`src/pkg/acs_map.svh`:
```
/*
 Register offsets, field positions, reset values and conversion timing
 counts of the conversion sequencer. Assumes sequence timing is counted
 in half periods of the converter clock.
*/
// Overview of operation
// - First conversion: 25 cycles, sample at 13.5
// - Normal 13 cycles/1.5; auto 13.5/2
// - Differential: 13 or 14 cycles, sample 1.5/2.5
// - Differential sampling at fixed half-rate clock phase, except the first conversion after enable
// - Single mode captures channel at conversion start
// - Free running restarts; new channel affects next
// - Reference: supply, internal 2.56V, external pin
// - Input above reference gives full scale 0x3FF
// - Idle or noise-reduction sleep entry with converter enabled starts conversion
// - Sleep conversion completion raises waking interrupt
// - Early wake: conversion continues, interrupt at end
// - Stay active until a new sleep entry
// - Other sleep modes leave enable unchanged
`ifndef ACS_MAP_SVH
`define ACS_MAP_SVH

`define ACS_CTRL_OFS 8'h00
`define ACS_CHAN_OFS 8'h04
`define ACS_RESULT_OFS 8'h08
`define ACS_STATUS_OFS 8'h0C
`define ACS_CLEAR_OFS 8'h10
`define ACS_IRQEN_OFS 8'h14
`define ACS_STATE_OFS 8'h18

`define ACS_CTRL_EN 0
`define ACS_CTRL_START 1
`define ACS_CTRL_MODE 2
`define ACS_CTRL_REF 4
`define ACS_CTRL_DIV 6

`define ACS_MODE_SINGLE 2'h0
`define ACS_MODE_FREE 2'h1
`define ACS_MODE_AUTO 2'h2

`define ACS_REF_EXT 2'h0
`define ACS_REF_SUP 2'h1
`define ACS_REF_INT 2'h3

`define ACS_SLP_IDLE 3'h0
`define ACS_SLP_NR 3'h1

`define ACS_ST_DONE 0
`define ACS_ST_IGN 1

`define ACS_DIV_RST 3'h1
`define ACS_SAR_MSB 10'h200
`define ACS_FULL_SCALE 10'h3FF

// Half periods of the converter clock
`define ACS_FIRST_LEN 6'h32
`define ACS_FIRST_SMP 6'h1B
`define ACS_NORM_LEN 6'h1A
`define ACS_NORM_SMP 6'h03
`define ACS_AUTO_LEN 6'h1B
`define ACS_AUTO_SMP 6'h04
`define ACS_DIFS_LEN 6'h1A
`define ACS_DIFS_SMP 6'h03
`define ACS_DIFL_LEN 6'h1C
`define ACS_DIFL_SMP 6'h05

`endif

```
`src/pkg/acs_pkg.sv`:
```
/*
 Types of the conversion sequencer: state encoding and the state
 records of each module. Assumes nothing of its surroundings.
*/
package acs_pkg;
    typedef enum logic [1:0] {ACS_IDLE, ACS_WAIT, ACS_CONV} acs_state_t;

    typedef struct packed {
        logic [2:0] cnt;
        logic ck;
        logic ck2;
    } acs_div_t;

    typedef struct packed {
        logic [9:0] trial;
        logic [9:0] mask;
        logic all_hi;
    } acs_sar_t;

    typedef struct packed {
        acs_state_t st;
        logic en;
        logic first;
        logic pauto;
        logic diff;
        logic [5:0] hc;
        logic [5:0] len;
        logic [5:0] smp;
        logic [4:0] chan;
        logic [4:0] chan_sw;
        logic [9:0] result;
        logic [1:0] status;
        logic [1:0] irqen;
        logic [1:0] mode;
        logic [1:0] refs;
        logic [2:0] div;
        logic halt_d;
        logic sh;
        logic [31:0] prdata;
        logic perr;
    } acs_seq_t;
endpackage : acs_pkg

```
`src/pkg/acs_conv_if.sv`:
```
/*
 Internal carrier between the sequencer, the converter clock divider
 and the approximation register. Assumes one clock, sys_clk.
*/
`timescale 1ns/100ps
interface acs_conv_if;
    logic [2:0] div;
    logic half_tick;
    logic ck_rise;
    logic ck2;
    logic sample;
    logic step;
    logic cmp_above;
    logic [9:0] trial;

    modport div_mp(input div, output half_tick, output ck_rise,
        output ck2);
    modport sar_mp(input sample, input step, input cmp_above,
        output trial);
endinterface : acs_conv_if

```
`src/design/acs_seq_top.sv`:
```
/*
 Conversion sequencer with APB register slave, sleep-started
 conversion and completion interrupt. Assumes APB signals and all
 inputs synchronous to sys_clk; the analog side holds its input on
 sample_hold and answers each trial code on cmp_above in the same
 cycle.
*/
`timescale 1ns/100ps
`include "acs_map.svh"
module acs_seq_top (
    input logic sys_clk,
    input logic rst,
    input logic [7:0] paddr,
    input logic psel,
    input logic penable,
    input logic pwrite,
    input logic [31:0] pwdata,
    output logic [31:0] prdata,
    output logic pready,
    output logic pslverr,
    input logic auto_trig,
    input logic [2:0] sleep_mode,
    input logic cpu_halted,
    input logic cmp_above,
    output logic [9:0] dac_code,
    output logic [4:0] mux_sel,
    output logic [1:0] ref_sel,
    output logic sample_hold,
    output logic irq
);
    acs_pkg::acs_seq_t s_r;
    acs_pkg::acs_seq_t s_nxt;
    acs_conv_if cif();

    logic wr;
    logic halt_rise;
    logic sleep_req;
    logic sw_req;
    logic trig_req;
    logic req;
    logic done;
    logic [5:0] hc_inc;
    logic [5:0] hc_ofs;
    logic [1:0] st_set;
    logic [1:0] st_clr;
    logic busy;

    function automatic logic wr_at(input logic [7:0] ofs);
        wr_at = psel && penable && pwrite && (paddr == ofs);
    endfunction : wr_at

    acs_clkdiv u_div (
        .sys_clk(sys_clk),
        .rst(rst),
        .cif(cif)
    );

    acs_sar u_sar (
        .sys_clk(sys_clk),
        .rst(rst),
        .cif(cif)
    );

    assign cif.div = s_r.div;
    assign cif.cmp_above = cmp_above;
    assign busy = (s_r.st != acs_pkg::ACS_IDLE);
    assign wr = psel && penable && pwrite;
    assign hc_inc = s_r.hc + 6'h01;
    assign hc_ofs = hc_inc - s_r.smp;
    assign done = (s_r.st == acs_pkg::ACS_CONV) && cif.half_tick
        && (hc_inc == s_r.len);
    assign cif.sample = (s_r.st == acs_pkg::ACS_CONV) && cif.half_tick
        && (hc_inc == s_r.smp);
    // One step per converter cycle after the hold instant; the eleventh step decides nothing
    assign cif.step = (s_r.st == acs_pkg::ACS_CONV) && cif.half_tick
        && (hc_inc > s_r.smp) && !hc_ofs[0] && !done;

    // Halt edge only: a wake-up leaves the converter alone until the
    // next sleep entry, even while the CPU still reads as halted
    assign halt_rise = cpu_halted && !s_r.halt_d;
    assign sleep_req = halt_rise && s_r.en
        && (sleep_mode == `ACS_SLP_IDLE
        || sleep_mode == `ACS_SLP_NR);
    assign sw_req = wr_at(`ACS_CTRL_OFS) && pwdata[`ACS_CTRL_START]
        && pwdata[`ACS_CTRL_EN];
    assign trig_req = s_r.en && auto_trig
        && (s_r.mode == `ACS_MODE_AUTO);
    assign req = sw_req || trig_req || sleep_req;

    assign pready = 1'b1;
    assign prdata = s_r.prdata;
    assign pslverr = s_r.perr;
    assign dac_code = cif.trial;
    assign mux_sel = s_r.chan;
    assign ref_sel = s_r.refs;
    assign sample_hold = s_r.sh;
    assign irq = |(s_r.status & s_r.irqen);

    always_comb begin
        s_nxt = s_r;
        s_nxt.sh = cif.sample;
        s_nxt.halt_d = cpu_halted;
        st_set = 2'h0;
        st_clr = 2'h0;
        if (req && (busy || !(s_r.en || sw_req))) begin
            st_set[`ACS_ST_IGN] = 1'b1;
        end
        case (s_r.st)
            acs_pkg::ACS_IDLE: begin
                if (req) begin
                    s_nxt.st = acs_pkg::ACS_WAIT;
                    s_nxt.pauto = trig_req && !sw_req;
                end
            end
            acs_pkg::ACS_WAIT: begin
                if (cif.ck_rise) begin
                    s_nxt.st = acs_pkg::ACS_CONV;
                    s_nxt.hc = 6'h00;
                    s_nxt.first = 1'b0;
                    // Later channel writes cannot reach this conversion
                    s_nxt.chan = s_r.chan_sw;
                    s_nxt.diff = |s_r.chan_sw[4:3];
                    if (s_r.first) begin
                        s_nxt.len = `ACS_FIRST_LEN;
                        s_nxt.smp = `ACS_FIRST_SMP;
                    end else if (|s_r.chan_sw[4:3]) begin
                        // Long form moves the hold one full cycle on
                        if (cif.ck2) begin
                            s_nxt.len = `ACS_DIFL_LEN;
                            s_nxt.smp = `ACS_DIFL_SMP;
                        end else begin
                            s_nxt.len = `ACS_DIFS_LEN;
                            s_nxt.smp = `ACS_DIFS_SMP;
                        end
                    end else if (s_r.pauto) begin
                        s_nxt.len = `ACS_AUTO_LEN;
                        s_nxt.smp = `ACS_AUTO_SMP;
                    end else begin
                        s_nxt.len = `ACS_NORM_LEN;
                        s_nxt.smp = `ACS_NORM_SMP;
                    end
                end
            end
            acs_pkg::ACS_CONV: begin
                // A wake-up does not stop a running conversion
                if (cif.half_tick) begin
                    s_nxt.hc = hc_inc;
                end
                if (done) begin
                    s_nxt.result = cif.trial;
                    st_set[`ACS_ST_DONE] = 1'b1;
                    if (s_r.mode == `ACS_MODE_FREE) begin
                        s_nxt.st = acs_pkg::ACS_WAIT;
                        s_nxt.pauto = 1'b0;
                    end else begin
                        s_nxt.st = acs_pkg::ACS_IDLE;
                    end
                end
            end
            default: begin
                s_nxt.st = acs_pkg::ACS_IDLE;
            end
        endcase
        // Only software changes the enable; sleep never touches it
        if (wr_at(`ACS_CTRL_OFS)) begin
            s_nxt.en = pwdata[`ACS_CTRL_EN];
            s_nxt.mode = pwdata[`ACS_CTRL_MODE +: 2];
            s_nxt.refs = pwdata[`ACS_CTRL_REF +: 2];
            s_nxt.div = pwdata[`ACS_CTRL_DIV +: 3];
            if (pwdata[`ACS_CTRL_EN] && !s_r.en) begin
                s_nxt.first = 1'b1;
            end
            if (!pwdata[`ACS_CTRL_EN]) begin
                s_nxt.st = acs_pkg::ACS_IDLE;
            end
        end
        if (wr_at(`ACS_CHAN_OFS)) begin
            s_nxt.chan_sw = pwdata[4:0];
        end
        if (wr_at(`ACS_IRQEN_OFS)) begin
            s_nxt.irqen = pwdata[1:0];
        end
        if (wr_at(`ACS_CLEAR_OFS)) begin
            st_clr = pwdata[1:0];
        end
        // An event in the clearing cycle survives the clear
        s_nxt.status = (s_r.status & ~st_clr) | st_set;
        if (psel && !penable) begin
            s_nxt.perr = 1'b0;
            case (paddr)
                `ACS_CTRL_OFS: s_nxt.prdata = {23'h0, s_r.div, s_r.refs,
                    s_r.mode, busy, s_r.en};
                `ACS_CHAN_OFS: s_nxt.prdata = {27'h0, s_r.chan_sw};
                `ACS_RESULT_OFS: s_nxt.prdata = {22'h0, s_r.result};
                `ACS_STATUS_OFS: s_nxt.prdata = {30'h0, s_r.status};
                `ACS_CLEAR_OFS: s_nxt.prdata = 32'h0;
                `ACS_IRQEN_OFS: s_nxt.prdata = {30'h0, s_r.irqen};
                `ACS_STATE_OFS: s_nxt.prdata = {23'h0, s_r.first,
                    cif.ck2, s_r.diff, s_r.chan, busy};
                default: begin
                    s_nxt.prdata = 32'h0;
                    s_nxt.perr = 1'b1;
                end
            endcase
        end
    end

    always_ff @(posedge sys_clk) begin
        if (rst) begin
            s_r <= '0;
            s_r.st <= acs_pkg::ACS_IDLE;
            s_r.div <= `ACS_DIV_RST;
        end else begin
            s_r <= s_nxt;
        end
    end

    logic conv_entry;
    assign conv_entry = (s_r.st == acs_pkg::ACS_WAIT) && cif.ck_rise
        && !(wr_at(`ACS_CTRL_OFS) && !pwdata[`ACS_CTRL_EN]);
endmodule : acs_seq_top

```
`src/design/acs_clkdiv.sv`:
```
/*
 Converter clock divider: half period of div+1 sys_clk cycles, a
 pulse per half period, and the half-rate conversion clock level.
 Assumes div is quasi-static while converting.
*/
`timescale 1ns/100ps
module acs_clkdiv (
    input logic sys_clk,
    input logic rst,
    acs_conv_if.div_mp cif
);
    acs_pkg::acs_div_t s_r;
    acs_pkg::acs_div_t s_nxt;
    logic tick;

    assign tick = (s_r.cnt >= cif.div);
    assign cif.half_tick = tick;
    assign cif.ck_rise = tick & ~s_r.ck;
    assign cif.ck2 = s_r.ck2;

    always_comb begin
        s_nxt = s_r;
        s_nxt.cnt = tick ? 3'h0 : s_r.cnt + 3'h1;
        s_nxt.ck = s_r.ck ^ tick;
        // Half-rate clock moves on the falling converter edge
        s_nxt.ck2 = s_r.ck2 ^ (tick & s_r.ck);
    end

    always_ff @(posedge sys_clk) begin
        if (rst) begin
            s_r <= '0;
        end else begin
            s_r <= s_nxt;
        end
    end
endmodule : acs_clkdiv

```
`src/design/acs_sar.sv`:
```
/*
 Successive approximation register: one decision per step for the first ten steps, from the
 comparator of the analog side. Assumes cmp_above is high while the
 held input is above the trial code.
*/
`timescale 1ns/100ps
`include "acs_map.svh"
module acs_sar (
    input logic sys_clk,
    input logic rst,
    acs_conv_if.sar_mp cif
);
    acs_pkg::acs_sar_t s_r;
    acs_pkg::acs_sar_t s_nxt;
    logic [9:0] kept;

    assign cif.trial = s_r.trial;

    always_comb begin
        s_nxt = s_r;
        kept = cif.cmp_above ? s_r.trial : (s_r.trial & ~s_r.mask);
        if (cif.sample) begin
            s_nxt.trial = `ACS_SAR_MSB;
            s_nxt.mask = `ACS_SAR_MSB;
            s_nxt.all_hi = 1'b1;
        end else if (cif.step && (s_r.mask != 10'h000)) begin
            // Input above reference keeps every bit: full scale
            s_nxt.trial = kept | (s_r.mask >> 1);
            s_nxt.mask = s_r.mask >> 1;
            s_nxt.all_hi = s_r.all_hi & cif.cmp_above;
        end
    end

    always_ff @(posedge sys_clk) begin
        if (rst) begin
            s_r <= '0;
        end else begin
            s_r <= s_nxt;
        end
    end
endmodule : acs_sar

```
`config.mk`:
```
export PLATFORM = sky130hd
export DESIGN_NAME = acs_seq_top
export DESIGN_NICKNAME = d
export VERILOG_FILES = /design/src/pkg/acs_pkg.sv /design/src/pkg/acs_conv_if.sv /design/src/design/acs_seq_top.sv /design/src/design/acs_clkdiv.sv /design/src/design/acs_sar.sv
export VERILOG_INCLUDE_DIRS = /design/src /design/src/pkg
export SDC_FILE = /design/constraint.sdc
export NUM_CORES = 1
export LEC_CHECK = 0
export CAP_MARGIN = 30
export CORE_ASPECT_RATIO = 0.8
export CORE_MARGIN = 8
export CORE_UTILIZATION = 65
export DETAILED_ROUTE_END_ITERATION = 10
export DONT_BUFFER_PORTS = 1
export GPL_ROUTABILITY_DRIVEN = 0
export PLACE_DENSITY = 0.81
export SYNTH_ARGS = -nofsm -noshare
export SYNTH_HDL_FRONTEND = slang
export SYNTH_SLANG_ARGS = --single-unit
```
`constraint.sdc`:
```
create_clock -name sys_clk -period 6.6 [get_ports sys_clk]
set_input_delay 1.65 -clock sys_clk [delete_from_list [all_inputs] [get_ports sys_clk]]
set_output_delay 1.65 -clock sys_clk [all_outputs]
set_load 0.03 [all_outputs]
```
# Word-level counts from Yosys, hierarchy flattened
# Cells that the tools add are included.
# word_totals
reg_bits	116
in_bits	51
output_inout_bits	53
# classes
add_sub_neg	3
order_cmp	2
n_eq_ne	18
mux	30
n_bitwise	13
reduce_logical	53
# op_table
cell	count
10-bit case mux with 6 select lines	1
21-bit 2-to-1 mux	2
8-bit by 5-bit == test with 1-bit output (second input constant)	3
1-bit logical AND	24
23-bit 2-to-1 mux	1
9-bit 2-to-1 mux	2
8-bit by 4-bit == test with 1-bit output (second input constant)	2
6-bit == test	2
12-bit 2-to-1 mux	1
6-bit case mux with 2 select lines	1
1-bit 2-to-1 mux	11
10-bit AND	1
10-bit 2-to-1 mux	1
2-bit 2-to-1 mux	5
10-bit NOT	1
10-bit by 9-bit bitwise OR with 10-bit output	1
10-bit nonzero test	1
8-bit by 3-bit == test with 1-bit output (second input constant)	1
8-bit zero test	1
2-bit inequality test (second input constant)	4
2-bit nonzero test	4
2-bit OR reduction	4
1-bit zero test	7
7-bit 2-to-1 mux	1
26 further kinds	37

# Longest topological paths before layout
# depth
ltp_word	11
depth_mapped	13

# By module
# From an unflattened synthesis, not the netlist that was laid out.
# hier_totals
hier_cells	541
hier_area_um2	4645.7
# by_module_without_submodules
module	n_inst	cells_each	area_per_inst_um2	seq_area_each_um2
acs_seq_top	1	417	3522.1	1301.2
acs_sar	1	97	840.8	400.4
acs_clkdiv	1	27	282.8	100.1

# Least setup slack after synthesis
# OpenSTA, ideal clock, no wires.
# synth_path
kind	input -> register
start	in paddr[5]
end	reg s_r (netlist bit prdata[8])
arrival_ns	3.030
t_required_ns	6.535
slack_ns	3.505
cell_stages	8
n_path_buf	2
cell_sequence	nor4_1 > and2_1 > clkbuf_1 > clkbuf_1 > a222oi_1 > nor2_1 > a21oi_1 > nor2_1
# synth_via
elab_chain_len	2
# synth_rtl
element	line	rtl
from (decl)	acs_seq_top.sv:13	input logic [7:0] paddr,
8-bit by 5-bit == test with 1-bit output (tied with other cells)	acs_seq_top.sv:190	case (paddr)
10-bit case mux with 6 select lines *	acs_seq_top.sv:190	
to (signal assigned)	acs_seq_top.sv:214	s_r <= s_nxt;
to (decl)	acs_seq_top.sv:31	acs_pkg::acs_seq_t s_r;
# Every way passes the cells marked *; elsewhere a longest branch is shown, timed or not.
# A chain may end at the register's enable or synchronous reset.

# Final worst setup path
# layout_path
start	reg s_r[78] in the netlist's numbering
end	reg u_sar.s_r (netlist bit u_sar.cif.trial[4])
# layout_via
elab_chain_len	6
# layout_rtl
element	line	rtl
6-bit by 1-bit adder with 6-bit output *	acs_seq_top.sv:68	assign hc_inc = s_r.hc + 6'h01;
6-bit greater-than comparator (tied with other cells)	acs_seq_top.sv:76	&& (hc_inc > s_r.smp) && !hc_ofs[0] && !done;
1-bit logical AND (tied with other cells)	acs_seq_top.sv:76	
1-bit logical AND / 1-bit zero test (equally long branches)	acs_seq_top.sv:76	
1-bit logical AND	acs_seq_top.sv:76	
1-bit logical AND	acs_sar.sv:26	end else if (cif.step && (s_r.mask != 10'h000)) begin
to (signal assigned)	acs_sar.sv:38	s_r <= s_nxt;
to (decl)	acs_sar.sv:13	acs_pkg::acs_sar_t s_r;
# Marked as above.

==> run_results.csv <==
group,metric,value,unit
power,leakagePower,0.00174,uW
min_path,hold_end,"u_div.s_r[2]",
clock_network,cts-root-buf,"clkbuf_8",
finish,diodes,0,
status,status,"complete, no violations",
synthesis,ys.flop_type,"dfxtp_1",
clock_network,cts_tree,"yes",
timing,period_share,51.6,%
global_routing,grt_pass1_wl,16.8,mm
job,drv_cap,0,
synthesis,yosysTopAreaCellShare,39.6,%
timing,slew_violations,0,
synthesis,synth_commonest_cells,"90 x dfxtp_1, 59 x nor2_1, 51 x buf_4",
synthesis,synth_most_common_cell,"dfxtp_1",
global_routing,grt_use_total,21.2,%
power,vdd_drop_max,0.000198,V
critical_path,r2r_setup_slack,3190,ps
finish,drive_gt1_share,7.68,%
clock_network,clock_path_buffers,2,
power,p_comb_share,12.6,%
routing,wl_per_cell,18.3,um
timing,hold_viol_final,0,
min_path,worst_hold_path_type,"reg2reg",
clock_network,cts_setup_buffers,0,
finish,final_util,66.0,%
floorplan,top_level_ports,104,
power,p_clk_share,36.7,%
critical_path,critPathCaptureType,"register",
floorplan,coreArea,0.00682,mm^2
synthesis,synth-seq-area-share,39.6,%
synthesis,yosysUniqueCellTypes,58,
floorplan,die_y,90.8,um
critical_path,r2r-end,"u_sar.cif.trial[4]",
floorplan,core.rowCount,27,
power,sw_frac_of_total,27.6,%
synthesis,synthCells,529,
clock_network,htreeDepth,3,
clock_network,cts_hold_buffers,0,
routing,antenna_left,0,
timing,max_slew_margin,35.4,%
timing,rsz0062_at_grt,"false",
routing,vias_per_cell,6.32,
clock_network,clk_pin_slew_worst_paths,90,ps
timing,fin_crit,3410,ps
routing,drt_iter0_markers,299,
critical_path,reg2reg_from,"s_r[78]",
synthesis,synth_edf_count,0,
global_routing,grt_pass1_vias,3306,
critical_path,cp.required,6860,ps
finish,num-fill-cells,590,
timing,finalSetupTns,0,ps
finish,area_growth_syn_to_layout,-1.05,%
place,place.port_buffers,0,
timing,worst_pin_slew,961,ps
critical_path,worstPathMaxFanout,10,
critical_path,start_kind,"register",
routing,dr.pass1.iters,6,
clock_network,clk_latency,360,ps
global_routing,grt_remaining_overflow,0,
power,p_int,809,uW
min_path,min_from,"u_div.s_r[2]",
timing,finalSetupViolations,0,
synthesis,synth_area_leader_cell,"dfxtp_1",
synthesis,synth_area_per_cell,8.60,um^2
floorplan,start_util,66.7,%
synthesis,async_reset_ff_share,0,%
global_routing,antenna_found_initial,0,
power,p_switching,308,uW
clock_network,cts_sinks,90,
place,placed_area,0.00428,mm^2
synthesis,yosys_register_bits,90,
critical_path,crit_arrival,3670,ps
power,pwr_density_cell,248,mW/mm^2
global_routing,grt_max_degree,73,
routing,wirelength,10.7,mm
synthesis,synth_area,0.00455,mm^2
timing,clock_skew,9.27,ps
clock_network,cts_buffers,9,
finish,design_area,0.00450,mm^2
clock_network,cts_resized,0,
synthesis,synthTopCellsByArea,"dfxtp_1 40%, buf_4 8.4%, nor2_1 4.9%, a21oi_1 4.4%, nand2_1 3.8%",
floorplan,die_area,0.00995,mm^2
routing,drc,0,
synthesis,yosys_warnings,0,
min_path,hold_depth,1,
critical_path,criticalPathCategory,"reg2reg",
routing,via_count,3676,
timing,fmax,293,MHz
floorplan,die_x,110,um
critical_path,ff2ff_path_depth,10,
finish,nets,554,
power,p_seq_share,50.7,%
place,detailed_place_hpwl,7.87,mm
==> registers in the layout, summed over array words and instances (netlist names) <==
signal,flops
u_sar.cif.trial,10
prdata,10
mux_sel,5
s_r,43
u_div.s_r,4
sample_hold,1
cif.div,3
u_sar.s_r,10
pslverr,1
ref_sel,2
u_div.cif.ck2,1
==> kinds of logic (layout without fill, tap and decap cells) <==
| logic type | count (synthesis) | count (layout) | share of synthesized area (%) |
|---|---|---|---|
| xor+xnor | 9 | 9 | 1.73 |
| other cells | 2 | 23 | 0.165 |
| buf+inv | 91 | 36 | 11.9 |
| compound gates | 112 | 112 | 17.8 |
| flops | 90 | 90 | 39.6 |
| fa+ha+maj | 12 | 12 | 3.30 |
| simple gates | 191 | 191 | 20.4 |
| mux | 22 | 22 | 5.06 |
==> stage by stage <==
step | power [uW] | instances | hold slack [ps] | setup slack, ps
6_report | 1120 | 582 | 461 | 3190
5_1_grt | 1160 | 582 | 491 | 2970
4_1_cts | 1120 | 581 | 466 | 3250
3_5_place_dp | 719 | 566 | 454 | 3170
3_3_place_gp | 715 | 566 | 444 | 3160
2_1_floorplan | 703 | 550 | 432 | 3510
==> placed cells by master (no fill, tap or decap), types with 3 or more instances in the layout <==
| master | instances |
|---|---|
| nor4b_1 | 3 |
| a211oi_1 | 4 |
| mux2_2 | 8 |
| nand3_1 | 14 |
| a21oi_1 | 40 |
| o21ai_0 | 16 |
| xor2_1 | 3 |
| mux2i_1 | 14 |
| a32o_1 | 8 |
| or2_2 | 4 |
| a31oi_1 | 4 |
| nand4_1 | 9 |
| a311oi_1 | 3 |
| nor4_1 | 3 |
| ha_1 | 12 |
| nand2_1 | 46 |
| a222oi_1 | 9 |
| nor3_1 | 11 |
| conb_1 | 23 |
| dfxtp_1 | 90 |
| nor2_1 | 59 |
| a22o_1 | 6 |
| xnor2_1 | 6 |
| buf_4 | 3 |
| clkbuf_8 | 9 |
| nor2b_1 | 8 |
| and3_1 | 9 |
| and2_1 | 10 |
| nand2b_1 | 5 |
| inv_1 | 15 |
==> power by group through the flow <==
stage	combinational (uW)	sequential (uW)	clock, uW
2_1_floorplan	128	575	0
3_3_place_gp	137	578	0
5_1_grt	155	568	437
6_report	140	566	410
3_5_place_dp	140	579	0
4_1_cts	140	566	417
==> layer usage <==
layer  GRT usage, %  wire length [um]  vias to the layer above
li1               -                 -                     1729
met1           28.2              4530                     1742
met2           30.0              4570                      187
met3           9.27              1390                       18
met4           6.29               180                        0
met5              0                 0                        -
==> worst max-delay path: stages (launching register included) <==
cell	delay, ps
dfxtp_1	500
ha_1	350
nand3_2	140
xnor2_1	200
ha_1	270
and3_1	200
and3_1	190
a31oi_1	220
a2bb2oi_1	750
nand4_1	200
a32o_1	300
==> worst max path at each step <==
stage                        start  depth (start not counted)  slack [ps]                 end
after global placement    paddr[3]                          6        3160           prdata[7]
after floorplan           paddr[5]                          8        3510           prdata[8]
final                      s_r[78]                         10        3190  u_sar.cif.trial[4]
after CTS                  s_r[78]                         10        3250        u_sar.s_r[8]
after detailed placement  paddr[3]                          6        3170           prdata[6]
after global routing       s_r[78]                         10        2970        u_sar.s_r[8]
==> area by class of cell <==
class	instances	area (um^2)	area share, %
clock buffer	9	124	2.75
inverter	17	63.8	1.42
clock inverter	6	90.1	2.00
timing repair buffer	4	30.0	0.667
tap	87	109	2.42
sequential	90	1800	40.0
multi-input combinational	369	2280	50.7
Note: power is estimated with default switching activity, not from simulation.
